$ cat src/ebcpb_pkg.sv
`default_nettype none
package ebcpb_pkg;
    localparam int unsigned REF_CLK_HZ = 10_000_000;
    localparam int unsigned ACCESS_MIN_NS = 250;
    localparam int unsigned CLK_PERIOD_NS = 1_000_000_000 / REF_CLK_HZ;
    localparam int unsigned ACCESS_MIN_CYC_I = (ACCESS_MIN_NS + CLK_PERIOD_NS - 1) / CLK_PERIOD_NS;
    localparam logic [1:0] ACCESS_MIN_CYC = 2'(ACCESS_MIN_CYC_I);
    localparam int unsigned KEY_BYTES = 8;
    localparam int unsigned KEY_ADDR_W = 3;
    localparam int unsigned SEQ_W = 4;
    localparam int unsigned DATA_W = 8;
    localparam logic [SEQ_W-1:0] SEQ_RESET = 4'h0;
    localparam logic [SEQ_W-1:0] SEQ_LAST = 4'hf;
    localparam int unsigned REG_ADDR_W = 2;
    localparam logic [REG_ADDR_W-1:0] REG_ADDR_RESET = 2'h0;
    localparam int unsigned REG_SEL_LSB = 1;
    localparam logic [DATA_W-1:0] DATA_RESET = 8'h00;

    typedef enum logic {
        EBCPB_CMD_WRITE,
        EBCPB_CMD_READ
    } ebcpb_cmd_t;
endpackage
`default_nettype wire

$ cat src/ebcpb_if.sv
`default_nettype none
interface ebcpb_if;
    import ebcpb_pkg::*;
    // Host side of the expansion bus
    logic cipher_select_n;
    logic key_counter_select_n;
    logic low_address_bit;
    logic io_write_cmd_n;
    logic io_read_cmd_n;
    logic host_wait_n;
    logic [DATA_W-1:0] host_wdata;
    logic [DATA_W-1:0] host_rdata;
    logic host_rdata_oe;

    modport device (
        input cipher_select_n, key_counter_select_n, low_address_bit,
        input io_write_cmd_n, io_read_cmd_n, host_wdata,
        output host_wait_n, host_rdata, host_rdata_oe
    );
    modport host (
        output cipher_select_n, key_counter_select_n, low_address_bit,
        output io_write_cmd_n, io_read_cmd_n, host_wdata,
        input host_wait_n, host_rdata, host_rdata_oe
    );
endinterface // ebcpb_if
`default_nettype wire

$ cat src/ebcpb_device.sv
`default_nettype none
module ebcpb_device
    import ebcpb_pkg::*;
(
    input wire logic ref_clk,
    input wire logic resetn,
    input wire logic clk_en,
    ebcpb_if.device bus,
    output logic addr_latch_strobe,
    output logic port_write_strobe_n,
    output logic port_read_strobe_n,
    output logic [ebcpb_pkg::DATA_W-1:0] port_wdata,
    input wire logic [ebcpb_pkg::DATA_W-1:0] port_rdata,
    output logic xcvr_to_host,
    output logic [ebcpb_pkg::REG_ADDR_W-1:0] latched_reg_addr,
    output logic latched_cipher_sel,
    output logic key_counter_clear_n,
    output logic key_counter_pulse_n,
    output logic aux_key_strobe_n,
    output logic [ebcpb_pkg::KEY_ADDR_W-1:0] key_byte_addr,
    output logic [ebcpb_pkg::KEY_BYTES-1:0] key_byte_sel_n,
    output logic counter_terminal_carry
);
    import ebcpb_pkg::*;

    typedef enum logic [2:0] {
        DS_IDLE, DS_ALE, DS_WR, DS_RD, DS_KEY, DS_DONE
    } ebcpb_dst_t;

    typedef struct packed {
        ebcpb_dst_t st;
        logic ale;
        logic wr_n;
        logic rd_n;
        logic [1:0] rd_cnt;
        logic [DATA_W-1:0] wdata;
        logic [REG_ADDR_W-1:0] reg_addr;
        logic cs_lat;
        logic clr_n;
        logic cp_n;
        logic [SEQ_W-1:0] seq;
    } ebcpb_dstate_t;

    ebcpb_dstate_t s_r, s_nxt;

    function automatic logic [KEY_BYTES-1:0] onehot_n(input logic [KEY_ADDR_W-1:0] a);
        onehot_n = ~(KEY_BYTES'(1) << a);
    endfunction

    typedef enum logic [2:0] {
        CYC_NONE, CYC_ALE, CYC_WR, CYC_RD, CYC_KEY
    } ebcpb_cyc_t;

    // Sorts a host command into one cycle kind; mixed selects or commands are refused
    function automatic ebcpb_cyc_t decode_cycle(input logic sel_c, input logic sel_k,
            input logic wr, input logic rd, input logic odd);
        decode_cycle = CYC_NONE;
        if (sel_c && !sel_k && wr && !rd) begin
            decode_cycle = odd ? CYC_WR : CYC_ALE;
        end else if (sel_c && !sel_k && rd && !wr && odd) begin
            decode_cycle = CYC_RD;
        end else if (sel_k && !sel_c && wr && !rd) begin
            decode_cycle = CYC_KEY;
        end
    endfunction

    wire cs = !bus.cipher_select_n;
    wire ks = !bus.key_counter_select_n;
    wire iow = !bus.io_write_cmd_n;
    wire ior = !bus.io_read_cmd_n;
    wire a0 = bus.low_address_bit;
    ebcpb_cyc_t cyc_kind;
    logic wait_req;
    assign cyc_kind = decode_cycle(cs, ks, iow, ior, a0);
    wire start_ale = (cyc_kind == CYC_ALE);
    wire start_wr = (cyc_kind == CYC_WR);
    wire start_rd = (cyc_kind == CYC_RD);
    wire start_key = (cyc_kind == CYC_KEY);
    wire carry = (s_r.seq == SEQ_LAST);

    always_comb begin
        s_nxt = s_r;
        s_nxt.clr_n = 1'b1;
        s_nxt.cp_n = 1'b1;
        if (!s_r.clr_n) begin
            s_nxt.seq = SEQ_RESET;
        end else if (!s_r.cp_n && !carry) begin
            s_nxt.seq = s_r.seq + 4'h1;
        end
        unique case (s_r.st)
            DS_IDLE: begin
                if (start_ale) begin
                    s_nxt.st = DS_ALE;
                    s_nxt.ale = 1'b1;
                    s_nxt.wdata = bus.host_wdata;
                end else if (start_wr) begin
                    s_nxt.st = DS_WR;
                    s_nxt.wr_n = 1'b0;
                    s_nxt.wdata = bus.host_wdata;
                end else if (start_rd) begin
                    s_nxt.st = DS_RD;
                    s_nxt.rd_n = 1'b0;
                    s_nxt.rd_cnt = ACCESS_MIN_CYC;
                end else if (start_key) begin
                    s_nxt.st = DS_KEY;
                    if (a0) begin
                        s_nxt.cp_n = 1'b0;
                    end else begin
                        s_nxt.clr_n = 1'b0;
                    end
                end
            end
            DS_ALE: begin
                // Falling strobe edge captures select and register address
                s_nxt.ale = 1'b0;
                s_nxt.reg_addr = s_r.wdata[REG_SEL_LSB +: REG_ADDR_W];
                s_nxt.cs_lat = 1'b1;
                s_nxt.st = DS_DONE;
            end
            DS_WR: begin
                s_nxt.wr_n = 1'b1;
                s_nxt.st = DS_DONE;
            end
            DS_RD: begin
                if (s_r.rd_cnt != 2'h0) begin
                    s_nxt.rd_cnt = s_r.rd_cnt - 2'h1;
                end
                if (!ior && s_r.rd_cnt == 2'h0) begin
                    s_nxt.rd_n = 1'b1;
                    s_nxt.st = DS_IDLE;
                end
            end
            DS_KEY: begin
                if (!iow) begin
                    s_nxt.st = DS_IDLE;
                end
            end
            DS_DONE: begin
                if (!iow && !ior) begin
                    s_nxt.st = DS_IDLE;
                end
            end
            default: begin
                s_nxt.st = DS_IDLE;
            end
        endcase
    end

    always_ff @(posedge ref_clk or negedge resetn) begin
        if (!resetn) begin
            s_r <= '{st: DS_IDLE, ale: 1'b0, wr_n: 1'b1, rd_n: 1'b1, rd_cnt: 2'h0,
                     wdata: DATA_RESET, reg_addr: REG_ADDR_RESET, cs_lat: 1'b0,
                     clr_n: 1'b1, cp_n: 1'b1, seq: SEQ_RESET};
        end else if (clk_en) begin
            s_r <= s_nxt;
        end
    end

    // Wait is combinational from the decoded latch, write and read cycles so the host stalls at once; key cycles get no wait
    always_comb begin
        wait_req = 1'b0;
        unique case (s_r.st)
            DS_IDLE: begin
                wait_req = start_ale || start_wr || start_rd;
            end
            DS_ALE, DS_WR: begin
                wait_req = 1'b1;
            end
            DS_RD: begin
                wait_req = (s_r.rd_cnt != 2'h0);
            end
            default: begin
                wait_req = 1'b0;
            end
        endcase
    end
    assign bus.host_wait_n = !wait_req;
    assign bus.host_rdata = port_rdata;
    assign xcvr_to_host = !(bus.cipher_select_n || s_r.rd_n) == 1'b1 ? 1'b1 : 1'b0;
    assign bus.host_rdata_oe = xcvr_to_host;
    assign addr_latch_strobe = s_r.ale;
    assign port_write_strobe_n = s_r.wr_n;
    assign port_read_strobe_n = s_r.rd_n;
    assign port_wdata = s_r.wdata;
    assign latched_reg_addr = s_r.reg_addr;
    assign latched_cipher_sel = s_r.cs_lat;
    assign key_counter_clear_n = s_r.clr_n;
    assign key_counter_pulse_n = s_r.cp_n;
    assign aux_key_strobe_n = carry ? 1'b1 : s_r.seq[0];
    assign key_byte_addr = s_r.seq[SEQ_W-1:1];
    assign key_byte_sel_n = onehot_n(s_r.seq[SEQ_W-1:1]);
    assign counter_terminal_carry = carry;
endmodule // ebcpb_device
`default_nettype wire

$ cat src/flat_wrapper.sv
// flat-port wrapper written by rule: the top's interface ports become plain ports
module ebcpb_device_flat import ebcpb_pkg::*;
  (ref_clk, resetn, clk_en, addr_latch_strobe, port_write_strobe_n, port_read_strobe_n, port_wdata, port_rdata, xcvr_to_host, latched_reg_addr, latched_cipher_sel, key_counter_clear_n, key_counter_pulse_n, aux_key_strobe_n, key_byte_addr, key_byte_sel_n, counter_terminal_carry, bus_cipher_select_n, bus_key_counter_select_n, bus_low_address_bit, bus_io_write_cmd_n, bus_io_read_cmd_n, bus_host_wdata, bus_host_wait_n, bus_host_rdata, bus_host_rdata_oe);
  ebcpb_if bus_i ();
  input wire logic ref_clk;
  input wire logic resetn;
  input wire logic clk_en;
  output logic addr_latch_strobe;
  output logic port_write_strobe_n;
  output logic port_read_strobe_n;
  output logic [ebcpb_pkg::DATA_W-1:0] port_wdata;
  input wire logic [ebcpb_pkg::DATA_W-1:0] port_rdata;
  output logic xcvr_to_host;
  output logic [ebcpb_pkg::REG_ADDR_W-1:0] latched_reg_addr;
  output logic latched_cipher_sel;
  output logic key_counter_clear_n;
  output logic key_counter_pulse_n;
  output logic aux_key_strobe_n;
  output logic [ebcpb_pkg::KEY_ADDR_W-1:0] key_byte_addr;
  output logic [ebcpb_pkg::KEY_BYTES-1:0] key_byte_sel_n;
  output logic counter_terminal_carry;
  input wire logic [$bits(bus_i.cipher_select_n)-1:0] bus_cipher_select_n;
  input wire logic [$bits(bus_i.key_counter_select_n)-1:0] bus_key_counter_select_n;
  input wire logic [$bits(bus_i.low_address_bit)-1:0] bus_low_address_bit;
  input wire logic [$bits(bus_i.io_write_cmd_n)-1:0] bus_io_write_cmd_n;
  input wire logic [$bits(bus_i.io_read_cmd_n)-1:0] bus_io_read_cmd_n;
  input wire logic [$bits(bus_i.host_wdata)-1:0] bus_host_wdata;
  output wire logic [$bits(bus_i.host_wait_n)-1:0] bus_host_wait_n;
  output wire logic [$bits(bus_i.host_rdata)-1:0] bus_host_rdata;
  output wire logic [$bits(bus_i.host_rdata_oe)-1:0] bus_host_rdata_oe;
  assign bus_i.cipher_select_n = bus_cipher_select_n;
  assign bus_i.key_counter_select_n = bus_key_counter_select_n;
  assign bus_i.low_address_bit = bus_low_address_bit;
  assign bus_i.io_write_cmd_n = bus_io_write_cmd_n;
  assign bus_i.io_read_cmd_n = bus_io_read_cmd_n;
  assign bus_i.host_wdata = bus_host_wdata;
  assign bus_host_wait_n = bus_i.host_wait_n;
  assign bus_host_rdata = bus_i.host_rdata;
  assign bus_host_rdata_oe = bus_i.host_rdata_oe;
  ebcpb_device u_core (.ref_clk(ref_clk), .resetn(resetn), .clk_en(clk_en), .bus(bus_i), .addr_latch_strobe(addr_latch_strobe), .port_write_strobe_n(port_write_strobe_n), .port_read_strobe_n(port_read_strobe_n), .port_wdata(port_wdata), .port_rdata(port_rdata), .xcvr_to_host(xcvr_to_host), .latched_reg_addr(latched_reg_addr), .latched_cipher_sel(latched_cipher_sel), .key_counter_clear_n(key_counter_clear_n), .key_counter_pulse_n(key_counter_pulse_n), .aux_key_strobe_n(aux_key_strobe_n), .key_byte_addr(key_byte_addr), .key_byte_sel_n(key_byte_sel_n), .counter_terminal_carry(counter_terminal_carry));
endmodule
$ cat config.mk
export PLATFORM = sky130hd
export DESIGN_NAME = ebcpb_device_flat
export DESIGN_NICKNAME = d
export VERILOG_FILES = /design/src/ebcpb_pkg.sv /design/src/ebcpb_if.sv /design/src/ebcpb_device.sv /design/src/flat_wrapper.sv
export SDC_FILE = /design/constraint.sdc
export NUM_CORES = 1
export LEC_CHECK = 0
export ABC_AREA = 0
export CAP_MARGIN = 15
export CORE_ASPECT_RATIO = 1.5
export CORE_MARGIN = 5
export CORE_UTILIZATION = 60
export CTS_BUF_LIST = sky130_fd_sc_hd__clkbuf_8
export DETAILED_ROUTE_END_ITERATION = 6
export DONT_BUFFER_PORTS = 1
export PLACE_DENSITY = 0.79
export SYNTH_ARGS = -nofsm -noshare
export SYNTH_HDL_FRONTEND = slang
export SYNTH_SLANG_ARGS = --single-unit
$ cat constraint.sdc
create_clock -name ref_clk -period 4.5 [get_ports ref_clk]
set_input_delay 0.225 -clock ref_clk [delete_from_list [all_inputs] [get_ports ref_clk]]
set_output_delay 0.225 -clock ref_clk [all_outputs]
set_load 0.005 [all_outputs]
==> impl_results.md <==
* YS warnings at 0
* Vias in the first global route at about 1.1k
* Row Count at 22
* Via-to-Cell Ratio at 6.59
* Maximum vdd drop at 0.351 mV
* HP Class: primary input to register
* Metal3 WL at about 250 um
* Highest metal used: met4
* Metal-1 WL at 1090 um
* Die Wd at between 50 and 60 um
* TritonCTS Sinks at 25
* First-pass GRT wire length at between 5000 and 6000 um
* Routability cong. at between 0.8 and 0.9
* Main synth FF type: dfrtp_1
* Port Buffers at 0
* Starting Density at 62.8%
* Setup crit end kind: output port
* Die Y at 72.0 um
* Final Net Count at 161
* Number of cells on the worst reg-to-reg path at 5
* Clk root buf: clkbuf_8
* Final Hold Vio Count at 0
* CTS tree: built
* Avg Inst Size Synth at 9.79 um2
* Largest net degree at the start of global routing at 26
* Initial DRT Pass Iterations at 6
* Min Tclk post-route at about 1.8 ns
* Core region area at roughly 2400 um2
* Clock transition at path regs at ~0.080 ns
* Total Power at roughly 0.67 mW
* Max-slew headroom at about 68%
* P per Cell Area at about 470 nW/um2
* Cells after synthesis at about 160
* Sequential share of the synthesized area at between 40% and 50%
* Max Freq at around 0.56 GHz
* Synth async-reset ratio at 100%
* Vias at 1041
* CP arrival at 1.57 ns
* # Post-CTS Setup Buffers at 0
* Share of cells above drive strength 1 at around a quarter
* Final setup viols at 0
* Critical Path Source Type: register
* # diodes at 0
* CP Class: register to output port
* Setup Skew at around 0.0015 ns
* Synth cell types at 39
* CTS Buf Count at 3
* Cell leakage power at 0.605 nW
* Count of flip-flops with a built-in enable after synthesis at 0
* Fin crit share at roughly two fifths
* Clock tree buffer depth at 2
* Max_cap viols at 0
* Total GRT Usage at 17.7%
* Initial antenna violation count at 0
* HPWL Detailed at 2260 um
* Outcome: complete, no violations
* H-tree depth at 1
* Drt first-iter violations at 36
* Worst skew pair latency at roughly 0.26 ns
* Met2 WL at roughly 1600 um
* Synthesized area at roughly 1500 um2
* DRC Markers at 0
* Setup_tns at 0 ns
* Yosys reg bits at 25
* I/O Pins at 64
* Syn_nets at between 150 and 200
* GRT overflow at 0
* Max-slew violations at 0
* Die area at between 3000 and 4000 um2
* Slew @ Worst Pin at 0.474 ns
* Unrepaired setup endpoints after global routing: no
* WL/cell at between 15 and 20 um
* Max FO, Critical Path at 12
* Final Util at around three fifths
* P&R area growth vs syn at -6.27%
* Antenna Nets Post-Route at 0
* Routed WL at approximately 3000 um
* WP data required at between 4 and 5 ns
* Hold path cells at 1
[sequential cells by signal, indices dropped and copies added, names as in the netlist]
name	cells
u_core.port_wdata	8
u_core.s_r	6
u_core.key_byte_addr	3
u_core.latched_reg_addr	2
u_core.addr_latch_strobe	1
u_core.key_counter_clear_n	1
u_core.key_counter_pulse_n	1
u_core.latched_cipher_sel	1
u_core.port_read_strobe_n	1
u_core.port_write_strobe_n	1
[power breakdown]
part / total [mW] / switching [mW] / leakage (nW) / internal (mW)
Combinational: 0.173 / 0.0825 / 0.264 / 0.0902
Sequential: 0.369 / 0.0735 / 0.316 / 0.296
Clock: 0.129 / 0.0673 / 0.0255 / 0.0618
[placed cells by master, fill, tap and decap left out, drive strengths merged, types with 2 or more instances in the layout]
cell and count:
dfstp 4, inv 7, or3 2, and2 3
o31ai 5, or3b 2, o21ai 12, and4bb 2
clkbuf 3, nand2 10, nor2b 3, or2 2
dfrtp 21, a21oi 5, o211ai 2, nor3 3
nand3b 3, mux2 10, nor2 10, nand3 3
a31oi 5, nand2b 3, ha 2
[cell families (layout without fill, tap and decap cells)]
| group | Yosys count | count (layout) | share of synthesized area, % |
|---|---|---|---|
| compound gates | 35 | 35 | 15.9 |
| fa+ha+maj | 2 | 2 | 1.63 |
| buf+inv | 36 | 13 | 14.9 |
| flops | 25 | 25 | 41.0 |
| mux | 10 | 10 | 7.32 |
| simple gates | 49 | 49 | 19.2 |
[per-layer routing]
metal  up-vias  track usage (%)
met3        10             6.37
met4         0             10.8
met1       501             18.5
li1        479                -
met5         -                0
met2        51             29.7
[stage by stage]
stage               cells  hold WS, ns  area [um2]  worst slack [ns]
finish                158       0.0153        1440              2.70
global route          158       0.0100        1440              2.54
CTS                   158      0.00870        1440              2.70
detailed placement    152      -0.0700        1370              2.74
global placement      152      -0.0700        1370              2.89
floorplan             157      -0.0706        1540              3.05
[path summary, 6_finish.rpt]
| check | from | to | slack [ns] |
|---|---|---|---|
| worst max-delay path | u_core.key_byte_addr[0] | aux_key_strobe_n | 2.70 |
| worst min-delay path | clk_en | u_core.key_counter_pulse_n | 0.02 |
| worst max register to register | u_core.key_byte_addr[0] | u_core.key_byte_addr[1] | 2.73 |
| worst min register to register | u_core.port_write_strobe_n | u_core.port_write_strobe_n | 0.51 |
| max in group asynchronous | resetn | u_core.port_read_strobe_n | 3.89 |
| min in group asynchronous | resetn | u_core.key_byte_addr[1] | 0.39 |
[layout make-up]
cell class,instances,area (um2)
multi-input combinational,96,678
inverter,7,26.3
fill,206,1010
clock buffer,3,41.3
sequential,25,631
clock inverter,1,5.00
timing repair buffer,2,30.0
tap,24,30.0
[worst max-delay path, cell delays in order (launching register included)]
cell,delay [ns]
dfrtp_1,0.51
ha_1,0.30
and3_1,0.22
or2_2,0.29
[Yosys cell counts, types with 2 or more instances]
cell       n  area (um2)
buf_4     22         165
o211ai_1   2        15.0
ha_1       2        25.0
nand2b_1   3        18.8
o31ai_1    4        30.0
a21oi_1    5        25.0
o21ai_0   12        60.1
nand2_1   10        37.5
buf_2      3        15.0
and2_1     3        18.8
and4bb_2   2        25.0
or2_2      2        12.5
nor3_2     2        20.0
nor2b_1    3        18.8
dfrtp_1   21         526
nand3b_1   3        22.5
nand3_1    2        10.0
a31oi_1    5        31.3
nor2_1    10        37.5
mux2_2    10         113
inv_1      7        26.3
dfstp_2    4         105
clkbuf_1   3        11.3
or3b_2     2        17.5
[what timing repair did]
item | in CTS | in global routing
endpoints found under the setup margin | 0 | 0
hold buffers | 2 | 0
endpoints found under the hold margin | 25 | 0
resized for setup | 0 | 0
Power figures use the tool's default switching activity.
